===== src/aqc_defines.svh =====
`ifndef AQC_DEFINES_SVH
`define AQC_DEFINES_SVH
`define AQC_SYS_CLK_HZ      50000000
`define AQC_CONV_CLK_HZ     1250000
`define AQC_CLK_DIV         (`AQC_SYS_CLK_HZ / `AQC_CONV_CLK_HZ / 2)
`define AQC_RESULT_BITS     12
`define AQC_CTRL_BITS       13
`define AQC_DAC_BITS        8
`define AQC_RANGE_BITS      2
`define AQC_MUX_BITS        3
`define AQC_DAC_LSB         5
`define AQC_RANGE_LSB       3
`define AQC_MUX_LSB         0
`define AQC_CONV_CYCLES     16
`endif


===== src/aqc_pkg.sv =====
package aqc_pkg;
   typedef enum logic [2:0] {
      AQC_IDLE  = 3'b001,
      AQC_START = 3'b010,
      AQC_SHIFT = 3'b100
   } aqc_state_t;
endpackage


===== src/aqc_link_if.sv =====
`timescale 1ns/1ps
interface aqc_link_if;
   logic converter_clock;
   logic conversion_start_n;
   logic position_sample_hold;
   logic serial_control_in;
   logic conversion_busy_n;
   logic converter2_serial_out;
   logic phase_u_current_sign;
   logic phase_u_overcurrent_n;
   modport device (input converter_clock, conversion_start_n, position_sample_hold, serial_control_in,
                   output conversion_busy_n, converter2_serial_out, phase_u_current_sign, phase_u_overcurrent_n);
   modport ctrl (output converter_clock, conversion_start_n, position_sample_hold, serial_control_in,
                 input conversion_busy_n, converter2_serial_out, phase_u_current_sign, phase_u_overcurrent_n);
endinterface


===== src/aqc_device.sv =====
`timescale 1ns/1ps
`include "aqc_defines.svh"
module aqc_device #(
   parameter int RESULT_BITS = `AQC_RESULT_BITS,
   parameter int CTRL_BITS   = `AQC_CTRL_BITS
) (
   input  wire logic                   sys_clk,
   input  wire logic                   rst,
   aqc_link_if.device                  link,
   input  wire logic [RESULT_BITS-1:0] sample_result,
   input  wire logic [RESULT_BITS-1:0] phase_u_diff,
   input  wire logic                   phase_u_current_pos,
   input  wire logic                   phase_u_current_neg,
   input  wire logic [RESULT_BITS-1:0] position_sensor,
   output logic [`AQC_DAC_BITS-1:0]    dac_limit,
   output logic [`AQC_RANGE_BITS-1:0]  input_range,
   output logic [`AQC_MUX_BITS-1:0]    input_mux,
   output logic                        position_tracking,
   output logic [RESULT_BITS-1:0]      position_sample,
   output logic [RESULT_BITS-1:0]      held_result
);
   localparam logic [4:0] CNT_LAST = 5'(`AQC_CONV_CYCLES - 1);
   localparam logic [4:0] CNT_CTRL = 5'(CTRL_BITS);

   aqc_pkg::aqc_state_t           state_q;
   aqc_pkg::aqc_state_t           state_d;
   logic                          clk_prev_q;
   logic                          rise;
   logic                          shift_en;
   logic                          start_take;
   logic                          conv_last;
   logic                          ctrl_en;
   logic [RESULT_BITS-1:0]        shift_q;
   logic [CTRL_BITS-1:0]          ctrl_q;
   logic [4:0]                    cnt_q;
   logic                          busy_n_q;
   logic                          sout_q;
   logic                          sign_q;
   logic                          ovc_n_q;
   logic signed [RESULT_BITS-1:0] diff_s;
   logic signed [RESULT_BITS-1:0] lim_s;
   logic                          over_pos;
   logic                          over_neg;

   // Link pins are synchronous to sys_clk; converter clock edges become enables
   assign rise       = link.converter_clock & ~clk_prev_q;
   assign shift_en   = rise && (state_q == aqc_pkg::AQC_SHIFT);
   // A start held low during a conversion is ignored until the device is idle again
   assign start_take = rise && (state_q == aqc_pkg::AQC_IDLE) && !link.conversion_start_n;
   assign conv_last  = shift_en && (cnt_q == CNT_LAST);
   assign ctrl_en    = shift_en && (cnt_q < CNT_CTRL);

   // Limit is the DAC code widened; the window is symmetric about zero
   assign diff_s     = phase_u_diff;
   assign lim_s      = $signed({{(RESULT_BITS-`AQC_DAC_BITS){1'b0}}, dac_limit});
   assign over_pos   = diff_s > lim_s;
   assign over_neg   = diff_s < -lim_s;

   // Any unlisted state returns to idle at the next converter rise
   always_comb begin
      state_d = state_q;
      case (state_q)
         aqc_pkg::AQC_IDLE: begin
            if (start_take) begin
               state_d = aqc_pkg::AQC_SHIFT;
            end
         end
         aqc_pkg::AQC_SHIFT: begin
            if (conv_last) begin
               state_d = aqc_pkg::AQC_IDLE;
            end
         end
         default: begin
            state_d = aqc_pkg::AQC_IDLE;
         end
      endcase
   end

   always_ff @(posedge sys_clk or posedge rst) begin
      if (rst) begin
         clk_prev_q <= 1'b0;
      end else begin
         clk_prev_q <= link.converter_clock;
      end
   end

   always_ff @(posedge sys_clk or posedge rst) begin
      if (rst) begin
         state_q <= aqc_pkg::AQC_IDLE;
      end else if (rise) begin
         state_q <= state_d;
      end
   end

   // The count runs on past the control word to the last rise, so every conversion has one length
   always_ff @(posedge sys_clk or posedge rst) begin
      if (rst) begin
         cnt_q <= 5'h00;
      end else if (start_take) begin
         cnt_q <= 5'h00;
      end else if (shift_en) begin
         cnt_q <= cnt_q + 5'h01;
      end
   end

   // Result leaves MSB first, one bit per converter rise
   always_ff @(posedge sys_clk or posedge rst) begin
      if (rst) begin
         shift_q <= '0;
      end else if (start_take) begin
         shift_q <= sample_result;
      end else if (shift_en) begin
         shift_q <= {shift_q[RESULT_BITS-2:0], 1'b0};
      end
   end

   always_ff @(posedge sys_clk or posedge rst) begin
      if (rst) begin
         sout_q <= 1'b0;
      end else if (shift_en) begin
         sout_q <= shift_q[RESULT_BITS-1];
      end
   end

   // Only the first CTRL_BITS rises shift; the pin is ignored for the rest of the conversion
   always_ff @(posedge sys_clk or posedge rst) begin
      if (rst) begin
         ctrl_q <= '0;
      end else if (ctrl_en) begin
         ctrl_q <= {ctrl_q[CTRL_BITS-2:0], link.serial_control_in};
      end
   end

   // A corrupted state frees the link instead of leaving busy stuck low
   always_ff @(posedge sys_clk or posedge rst) begin
      if (rst) begin
         busy_n_q <= 1'b1;
      end else if (start_take) begin
         busy_n_q <= 1'b0;
      end else if (conv_last || (rise && state_q != aqc_pkg::AQC_SHIFT)) begin
         busy_n_q <= 1'b1;
      end
   end

   always_ff @(posedge sys_clk or posedge rst) begin
      if (rst) begin
         held_result <= '0;
      end else if (start_take) begin
         held_result <= sample_result;
      end
   end

   // New settings apply once a whole word has arrived at the end of a conversion
   always_ff @(posedge sys_clk or posedge rst) begin
      if (rst) begin
         dac_limit   <= '0;
         input_range <= '0;
         input_mux   <= '0;
      end else if (conv_last) begin
         dac_limit   <= ctrl_q[`AQC_DAC_LSB +: `AQC_DAC_BITS];
         input_range <= ctrl_q[`AQC_RANGE_LSB +: `AQC_RANGE_BITS];
         input_mux   <= ctrl_q[`AQC_MUX_LSB +: `AQC_MUX_BITS];
      end
   end

   always_ff @(posedge sys_clk or posedge rst) begin
      if (rst) begin
         position_tracking <= 1'b1;
      end else begin
         position_tracking <= link.position_sample_hold;
      end
   end

   // Hold keeps the last value tracked while the pin was high
   always_ff @(posedge sys_clk or posedge rst) begin
      if (rst) begin
         position_sample <= '0;
      end else if (link.position_sample_hold) begin
         position_sample <= position_sensor;
      end
   end

   // Equal inputs keep the last sign rather than toggling on noise
   always_ff @(posedge sys_clk or posedge rst) begin
      if (rst) begin
         sign_q <= 1'b0;
      end else if (phase_u_current_pos && !phase_u_current_neg) begin
         sign_q <= 1'b1;
      end else if (!phase_u_current_pos && phase_u_current_neg) begin
         sign_q <= 1'b0;
      end
   end

   always_ff @(posedge sys_clk or posedge rst) begin
      if (rst) begin
         ovc_n_q <= 1'b1;
      end else if (over_pos || over_neg) begin
         ovc_n_q <= 1'b0;
      end else begin
         ovc_n_q <= 1'b1;
      end
   end

   assign link.conversion_busy_n     = busy_n_q;
   assign link.converter2_serial_out = sout_q;
   assign link.phase_u_current_sign  = sign_q;
   assign link.phase_u_overcurrent_n = ovc_n_q;
endmodule


===== src/flat_wrapper.sv =====
// flat-port wrapper written by rule: the top's interface ports become plain ports
module aqc_device_flat 
#(
   parameter int RESULT_BITS = `AQC_RESULT_BITS,
   parameter int CTRL_BITS   = `AQC_CTRL_BITS
)
  (sys_clk, rst, sample_result, phase_u_diff, phase_u_current_pos, phase_u_current_neg, position_sensor, dac_limit, input_range, input_mux, position_tracking, position_sample, held_result, link_converter_clock, link_conversion_start_n, link_position_sample_hold, link_serial_control_in, link_conversion_busy_n, link_converter2_serial_out, link_phase_u_current_sign, link_phase_u_overcurrent_n);
  aqc_link_if link_i ();
  input  wire logic sys_clk;
  input  wire logic rst;
  input  wire logic [RESULT_BITS-1:0] sample_result;
  input  wire logic [RESULT_BITS-1:0] phase_u_diff;
  input  wire logic phase_u_current_pos;
  input  wire logic phase_u_current_neg;
  input  wire logic [RESULT_BITS-1:0] position_sensor;
  output logic [`AQC_DAC_BITS-1:0] dac_limit;
  output logic [`AQC_RANGE_BITS-1:0] input_range;
  output logic [`AQC_MUX_BITS-1:0] input_mux;
  output logic position_tracking;
  output logic [RESULT_BITS-1:0] position_sample;
  output logic [RESULT_BITS-1:0] held_result;
  input wire logic [$bits(link_i.converter_clock)-1:0] link_converter_clock;
  input wire logic [$bits(link_i.conversion_start_n)-1:0] link_conversion_start_n;
  input wire logic [$bits(link_i.position_sample_hold)-1:0] link_position_sample_hold;
  input wire logic [$bits(link_i.serial_control_in)-1:0] link_serial_control_in;
  output wire logic [$bits(link_i.conversion_busy_n)-1:0] link_conversion_busy_n;
  output wire logic [$bits(link_i.converter2_serial_out)-1:0] link_converter2_serial_out;
  output wire logic [$bits(link_i.phase_u_current_sign)-1:0] link_phase_u_current_sign;
  output wire logic [$bits(link_i.phase_u_overcurrent_n)-1:0] link_phase_u_overcurrent_n;
  assign link_i.converter_clock = link_converter_clock;
  assign link_i.conversion_start_n = link_conversion_start_n;
  assign link_i.position_sample_hold = link_position_sample_hold;
  assign link_i.serial_control_in = link_serial_control_in;
  assign link_conversion_busy_n = link_i.conversion_busy_n;
  assign link_converter2_serial_out = link_i.converter2_serial_out;
  assign link_phase_u_current_sign = link_i.phase_u_current_sign;
  assign link_phase_u_overcurrent_n = link_i.phase_u_overcurrent_n;
  aqc_device #(.RESULT_BITS(RESULT_BITS), .CTRL_BITS(CTRL_BITS)) u_core (.sys_clk(sys_clk), .rst(rst), .link(link_i), .sample_result(sample_result), .phase_u_diff(phase_u_diff), .phase_u_current_pos(phase_u_current_pos), .phase_u_current_neg(phase_u_current_neg), .position_sensor(position_sensor), .dac_limit(dac_limit), .input_range(input_range), .input_mux(input_mux), .position_tracking(position_tracking), .position_sample(position_sample), .held_result(held_result));
endmodule

===== config.mk =====
export PLATFORM = sky130hd
export DESIGN_NAME = aqc_device_flat
export DESIGN_NICKNAME = d
export VERILOG_FILES = /design/src/aqc_pkg.sv /design/src/aqc_link_if.sv /design/src/aqc_device.sv /design/src/flat_wrapper.sv
export VERILOG_INCLUDE_DIRS = /design/src
export SDC_FILE = /design/constraint.sdc
export NUM_CORES = 1
export LEC_CHECK = 0
export BUFFER_PORTS_ARGS = -buffer_cell sky130_fd_sc_hd__buf_2
export CAP_MARGIN = 20
export CELL_PAD_IN_SITES_DETAIL_PLACEMENT = 2
export CELL_PAD_IN_SITES_GLOBAL_PLACEMENT = 2
export CORE_ASPECT_RATIO = 1.5
export CORE_UTILIZATION = 37
export CTS_BUF_LIST = sky130_fd_sc_hd__clkbuf_16
export DETAILED_ROUTE_END_ITERATION = 7
export GPL_ROUTABILITY_DRIVEN = 1
export HOLD_SLACK_MARGIN = 0.15
export PLACE_DENSITY_LB_ADDON = 0.1
export SETUP_SLACK_MARGIN = 0.15
export SLEW_MARGIN = 0
export SYNTH_ARGS = -nofsm -noshare
export SYNTH_HDL_FRONTEND = slang
export SYNTH_SLANG_ARGS = --single-unit
export TNS_END_PERCENT = 50

===== constraint.sdc =====
create_clock -name sys_clk -period 5.05 [get_ports sys_clk]
set_clock_uncertainty 0.05 [all_clocks]
set_input_delay 0 -clock sys_clk [delete_from_list [all_inputs] [get_ports sys_clk]]
set_output_delay 0 -clock sys_clk [all_outputs]
set_load 0.005 [all_outputs]

==> flow_summary.html <==
<table>
<tr><th>Metric</th><th>Value</th></tr>
<tr><th colspan="2">Outcome</th></tr>
<tr><td>Status</td><td>finished clean</td></tr>
<tr><th colspan="2">Worst setup path</th></tr>
<tr><td>Category of the critical setup timing path</td><td>flop to flop</td></tr>
<tr><td>Capturing element of the worst setup path</td><td>u_core.link.phase_u_overcurrent_n</td></tr>
<tr><td>Kind of end point of the critical path</td><td>flop</td></tr>
<tr><td>Arrival time at the worst endpoint</td><td>around 3.3 ns</td></tr>
<tr><td>Highest net fanout along the worst path</td><td>5</td></tr>
<tr><td>Reg-to-reg setup timing slack</td><td>2.01 ns</td></tr>
<tr><td>Launch point of the worst path</td><td>u_core.dac_limit[0]</td></tr>
<tr><td>Startpoint of the worst register-to-register path</td><td>u_core.dac_limit[0]</td></tr>
<tr><td>Nature of the critical path startpoint</td><td>flop</td></tr>
<tr><td>Endpoint of the most critical register-to-register path</td><td>u_core.link.phase_u_overcurrent_n</td></tr>
<tr><td>Worst reg2reg path depth</td><td>9</td></tr>
<tr><td>Required time at the worst-slack endpoint</td><td>5.28 ns</td></tr>
<tr><th colspan="2">GRT</th></tr>
<tr><td>Vias in the first global route</td><td>3137</td></tr>
<tr><td>GR Util All Layers</td><td>0.227</td></tr>
<tr><td>Total gr overflow</td><td>0</td></tr>
<tr><td>Largest net degree at the start of global routing</td><td>76</td></tr>
<tr><td>Wire length of the first global-routing pass</td><td>16.4 mm</td></tr>
<tr><td>Antenna violations before repair</td><td>0</td></tr>
<tr><th colspan="2">Pwr</th></tr>
<tr><td>Combinational share of power</td><td>0.205</td></tr>
<tr><td>Proportion of power drawn by the clock network</td><td>0.320</td></tr>
<tr><td>Pwr Density</td><td>approximately 370 nW/um^2</td></tr>
<tr><td>Switching fraction of total power</td><td>0.288</td></tr>
<tr><td>Net Switching</td><td>501 uW</td></tr>
<tr><td>Peak supply drop</td><td>0.299 mV</td></tr>
<tr><td>Flop pwr share</td><td>0.475</td></tr>
<tr><td>Internal cell power</td><td>1.24 mW</td></tr>
<tr><td>Static leakage</td><td>2.36 nW</td></tr>
<tr><th colspan="2">STA</th></tr>
<tr><td>Smallest hold slack</td><td>roughly 0.29 ns</td></tr>
<tr><td>RSZ-0062 raised after global routing</td><td>false</td></tr>
<tr><td>Final setup violation count</td><td>0</td></tr>
<tr><td>Transition time at the pin with the least slew margin</td><td>0.963 ns</td></tr>
<tr><td>Maximum clock frequency</td><td>329 MHz</td></tr>
<tr><td>Share of the cycle needed by the critical path after routing</td><td>0.601</td></tr>
<tr><td>Worst relative slew slack</td><td>0.358</td></tr>
<tr><td>Sum of negative setup slack</td><td>0 ns</td></tr>
<tr><td>Max-slew violation count</td><td>0</td></tr>
<tr><td>Period minus WS final</td><td>around 3 ns</td></tr>
<tr><td>Count of endpoints failing hold in the final timing report</td><td>0</td></tr>
<tr><th colspan="2">Final layout</th></tr>
<tr><td>Layout Area Growth over Synthesis</td><td>34.4%</td></tr>
<tr><td>ANT cells</td><td>0</td></tr>
<tr><td>Filler cell count</td><td>960</td></tr>
<tr><td>Area of all sequential standard cells</td><td>1880 sq um</td></tr>
<tr><td>Post-layout net count</td><td>499</td></tr>
<tr><td>Proportion of layout cells with a drive suffix above 1</td><td>0.336</td></tr>
<tr><td>Area occupied by multi-input gates</td><td>1540 sq um</td></tr>
<tr><th colspan="2">Synth</th></tr>
<tr><td>Dominant synthesized flop cell</td><td>sky130_fd_sc_hd__dfrtp_1</td></tr>
<tr><td>Share of synthesized area occupied by flip-flops and latches</td><td>0.533</td></tr>
<tr><td>Number of instances in the synthesized netlist</td><td>303</td></tr>
<tr><td>FFs w/ async S/R, synth</td><td>1.00</td></tr>
<tr><td>Netlist cell types</td><td>34</td></tr>
<tr><td>Yosys synthesis warning count</td><td>0</td></tr>
<tr><td>Synthesized area per cell</td><td>11.6 sq um</td></tr>
<tr><td>Number of synthesized flops with an enable pin</td><td>0</td></tr>
<tr><td>Synthesized netlist net count</td><td>370</td></tr>
<tr><td>Cell area after synthesis</td><td>3530 sq um</td></tr>
<tr><td>Seq cells post-synth</td><td>75</td></tr>
<tr><th colspan="2">Clock tree</th></tr>
<tr><td>Number of gates resized after CTS</td><td>0</td></tr>
<tr><td>Sink count of the clock tree</td><td>75</td></tr>
<tr><td>Clock Tree Root</td><td>sky130_fd_sc_hd__clkbuf_16</td></tr>
<tr><td>CTS HTree Levels</td><td>3</td></tr>
<tr><td>Clock transition time at the flip-flop clock pins of the worst setup and hold paths</td><td>0.06 ns</td></tr>
<tr><td>CTS tree</td><td>built</td></tr>
<tr><td>Inserted Clock Buffers</td><td>9</td></tr>
<tr><td>Buffer levels on the longest clock path</td><td>2</td></tr>
<tr><td>Number of setup buffers added after CTS</td><td>0</td></tr>
<tr><td>Worst skew pair latency</td><td>about 0.33 ns</td></tr>
<tr><th colspan="2">Drt</th></tr>
<tr><td>Number of vias in the routed layout</td><td>2795</td></tr>
<tr><td>Total wire length</td><td>10.4 mm</td></tr>
<tr><td>Iteration count of the initial detailed-routing pass</td><td>4</td></tr>
<tr><td>Residual DRC count</td><td>0</td></tr>
<tr><td>Antenna Nets Post-Route</td><td>0</td></tr>
<tr><td>Routed length per instance</td><td>18.9 um</td></tr>
<tr><td>Vias per std cell</td><td>5.09</td></tr>
<tr><td>Drt first-iter violations</td><td>50</td></tr>
<tr><th colspan="2">Worst hold path</th></tr>
<tr><td>Worst Hold Class</td><td>input pin to flop</td></tr>
<tr><th colspan="2">Floorplan</th></tr>
<tr><td>Total die area</td><td>between 9000 and 10000 sq um</td></tr>
<tr><td>I/O Pins</td><td>86</td></tr>
<tr><td>Std cell rows</td><td>43</td></tr>
<tr><td>Overall die height</td><td>122 um</td></tr>
<tr><td>Die Width</td><td>81.7 um</td></tr>
<tr><td>Initial core utilization</td><td>0.381</td></tr>
<tr><td>Total core area</td><td>9250 sq um</td></tr>
<tr><th colspan="2">Place</th></tr>
<tr><td>Final Wtd Congestion</td><td>0.726</td></tr>
<tr><td>Final HPWL from detailed placement</td><td>around 6.4 mm</td></tr>
<tr><td># port buffers</td><td>85</td></tr>
<tr><th colspan="2">Run</th></tr>
<tr><td>Number of max-cap violations</td><td>0</td></tr>
</table>
final cells by class:
class,instances,share of cell area
Clock buffer,9,0.0475
Sequential cell,75,0.397
Tap cell,112,0.0296
Inverter,14,0.0111
Multi-Input combinational cell,202,0.325
Clock inverter,7,0.00580
Timing Repair Buffer,130,0.185
worst min path at each step:
stage	slack (ns)	end	startpoint	cells past startpoint
final	0.29	u_core.state_q[0]	link_conversion_start_n	5
after global routing	0.33	u_core.cnt_q[1]	link_conversion_start_n	5
after detailed placement	0.14	u_core.clk_prev_q	link_converter_clock	1
after global placement	0.13	u_core.clk_prev_q	link_converter_clock	1
after CTS	0.28	u_core.cnt_q[1]	link_conversion_start_n	5
after floorplan	-0.05	u_core.position_tracking	link_position_sample_hold	0
synthesized netlist by cell type (all sizes together), types with 4 or more instances:
cell	instances	area share
nor2	13	0.014
nand2	44	0.047
nand4	5	0.0089
buf	6	0.012
clkbuf	6	0.0064
nor3	4	0.0057
dfstp	4	0.030
nor2b	4	0.0071
mux2	40	0.13
dfrtp	71	0.50
inv	14	0.015
mux2i	12	0.034
ha	23	0.082
o21ai	15	0.021
a21oi	11	0.016
xnor2	6	0.015
cell usage in the layout, fill, tap and decap left out, types with 2 or more instances in the layout:
cell type | synthesis | final
sky130_fd_sc_hd__dlygate4sd3_1 | 0 | 42
sky130_fd_sc_hd__nand4_1 | 5 | 5
sky130_fd_sc_hd__mux2i_1 | 12 | 12
sky130_fd_sc_hd__nand2b_1 | 2 | 2
sky130_fd_sc_hd__clkinv_1 | 0 | 4
sky130_fd_sc_hd__nand2_1 | 44 | 44
sky130_fd_sc_hd__nor2b_1 | 4 | 4
sky130_fd_sc_hd__ha_1 | 23 | 23
sky130_fd_sc_hd__a211oi_1 | 3 | 3
sky130_fd_sc_hd__a21oi_1 | 11 | 11
sky130_fd_sc_hd__xnor2_1 | 6 | 6
sky130_fd_sc_hd__nor3_1 | 4 | 3
sky130_fd_sc_hd__buf_2 | 2 | 85
sky130_fd_sc_hd__clkbuf_16 | 0 | 9
sky130_fd_sc_hd__o211ai_1 | 3 | 3
sky130_fd_sc_hd__nor4_1 | 2 | 2
sky130_fd_sc_hd__o21ai_0 | 15 | 15
sky130_fd_sc_hd__dfstp_2 | 4 | 4
sky130_fd_sc_hd__inv_1 | 14 | 15
sky130_fd_sc_hd__mux2_2 | 40 | 40
sky130_fd_sc_hd__buf_4 | 1 | 2
sky130_fd_sc_hd__dfrtp_1 | 71 | 71
sky130_fd_sc_hd__nand3_1 | 2 | 2
sky130_fd_sc_hd__and3_1 | 2 | 2
sky130_fd_sc_hd__nor2_1 | 13 | 13
sky130_fd_sc_hd__xor2_1 | 3 | 3
critical path: stages, from the launching register on:
cell	delay (ns)
sky130_fd_sc_hd__dfrtp_1	0.42
sky130_fd_sc_hd__nor3_1	0.43
sky130_fd_sc_hd__nand3_1	0.24
sky130_fd_sc_hd__xnor2_1	0.19
sky130_fd_sc_hd__ha_1	0.35
sky130_fd_sc_hd__nand4_1	0.11
sky130_fd_sc_hd__a211oi_1	0.29
sky130_fd_sc_hd__nor4b_1	0.10
sky130_fd_sc_hd__a211oi_1	0.23
sky130_fd_sc_hd__dlygate4sd3_1	0.58
registers in the layout, summed over array words and instances, names as in the netlist:
| name | cells |
|---|---|
| u_core.ctrl_q | 13 |
| u_core.link.phase_u_overcurrent_n | 1 |
| u_core.shift_q | 12 |
| u_core.held_result | 12 |
| u_core.state_q | 2 |
| u_core.position_sample | 12 |
| u_core.dac_limit | 8 |
| u_core.input_range | 2 |
| u_core.cnt_q | 5 |
| u_core.input_mux | 3 |
| u_core.position_tracking | 1 |
| u_core.link.converter2_serial_out | 1 |
| u_core.link.conversion_busy_n | 1 |
| u_core.link.phase_u_current_sign | 1 |
| u_core.clk_prev_q | 1 |
metrics by stage:
step | cells | total power [mW] | setup slack, ns | instance area (sq um) | util
after global placement | 490 | 1.12 | 2.39 | 4050 | 0.438
after global routing | 549 | 1.84 | 1.77 | 4740 | 0.512
after floorplan | 303 | 0.993 | 2.97 | 3530 | -
final | 549 | 1.74 | 2.01 | 4740 | 0.512
after CTS | 548 | 1.74 | 2.01 | 4730 | 0.511
after detailed placement | 490 | 1.15 | 2.32 | 4050 | 0.438
per-layer routing:
metal  global-route usage  part of all wire  vias up
met4                0.105             0.030        0
met5                    0                 0        -
met1                0.235              0.36     1423
met2                0.428              0.58       58
met3               0.0337             0.025       17
li1                     -                 -     1297
power by group through the flow:
stage	logic, mW	clock network, mW	registers, mW
finish	0.356	0.557	0.827
global route	0.404	0.589	0.844
CTS	0.345	0.563	0.827
detailed placement	0.312	0	0.835
global placement	0.298	0	0.825
floorplan	0.174	0	0.819
repair_timing:
action	4_1_cts	5_1_grt
setup endpoints to repair	0	0
endpoints found under the hold margin	115	0
hold buffers	42	0
cell families (layout without fill, tap and decap cells):
kind of cell               Yosys count  in the layout  synth area share
AOI/OAI and AO/OA                   34             34            0.0546
xor gates and xnor gates             9              9            0.0223
adders and majority gates           23             23            0.0816
buffers and inverters               26            160            0.0337
DFF                                 75             75             0.533
muxes                               52             52             0.162
and+or+nand+nor                     84             84             0.113
(Power assumes the default switching activity.)
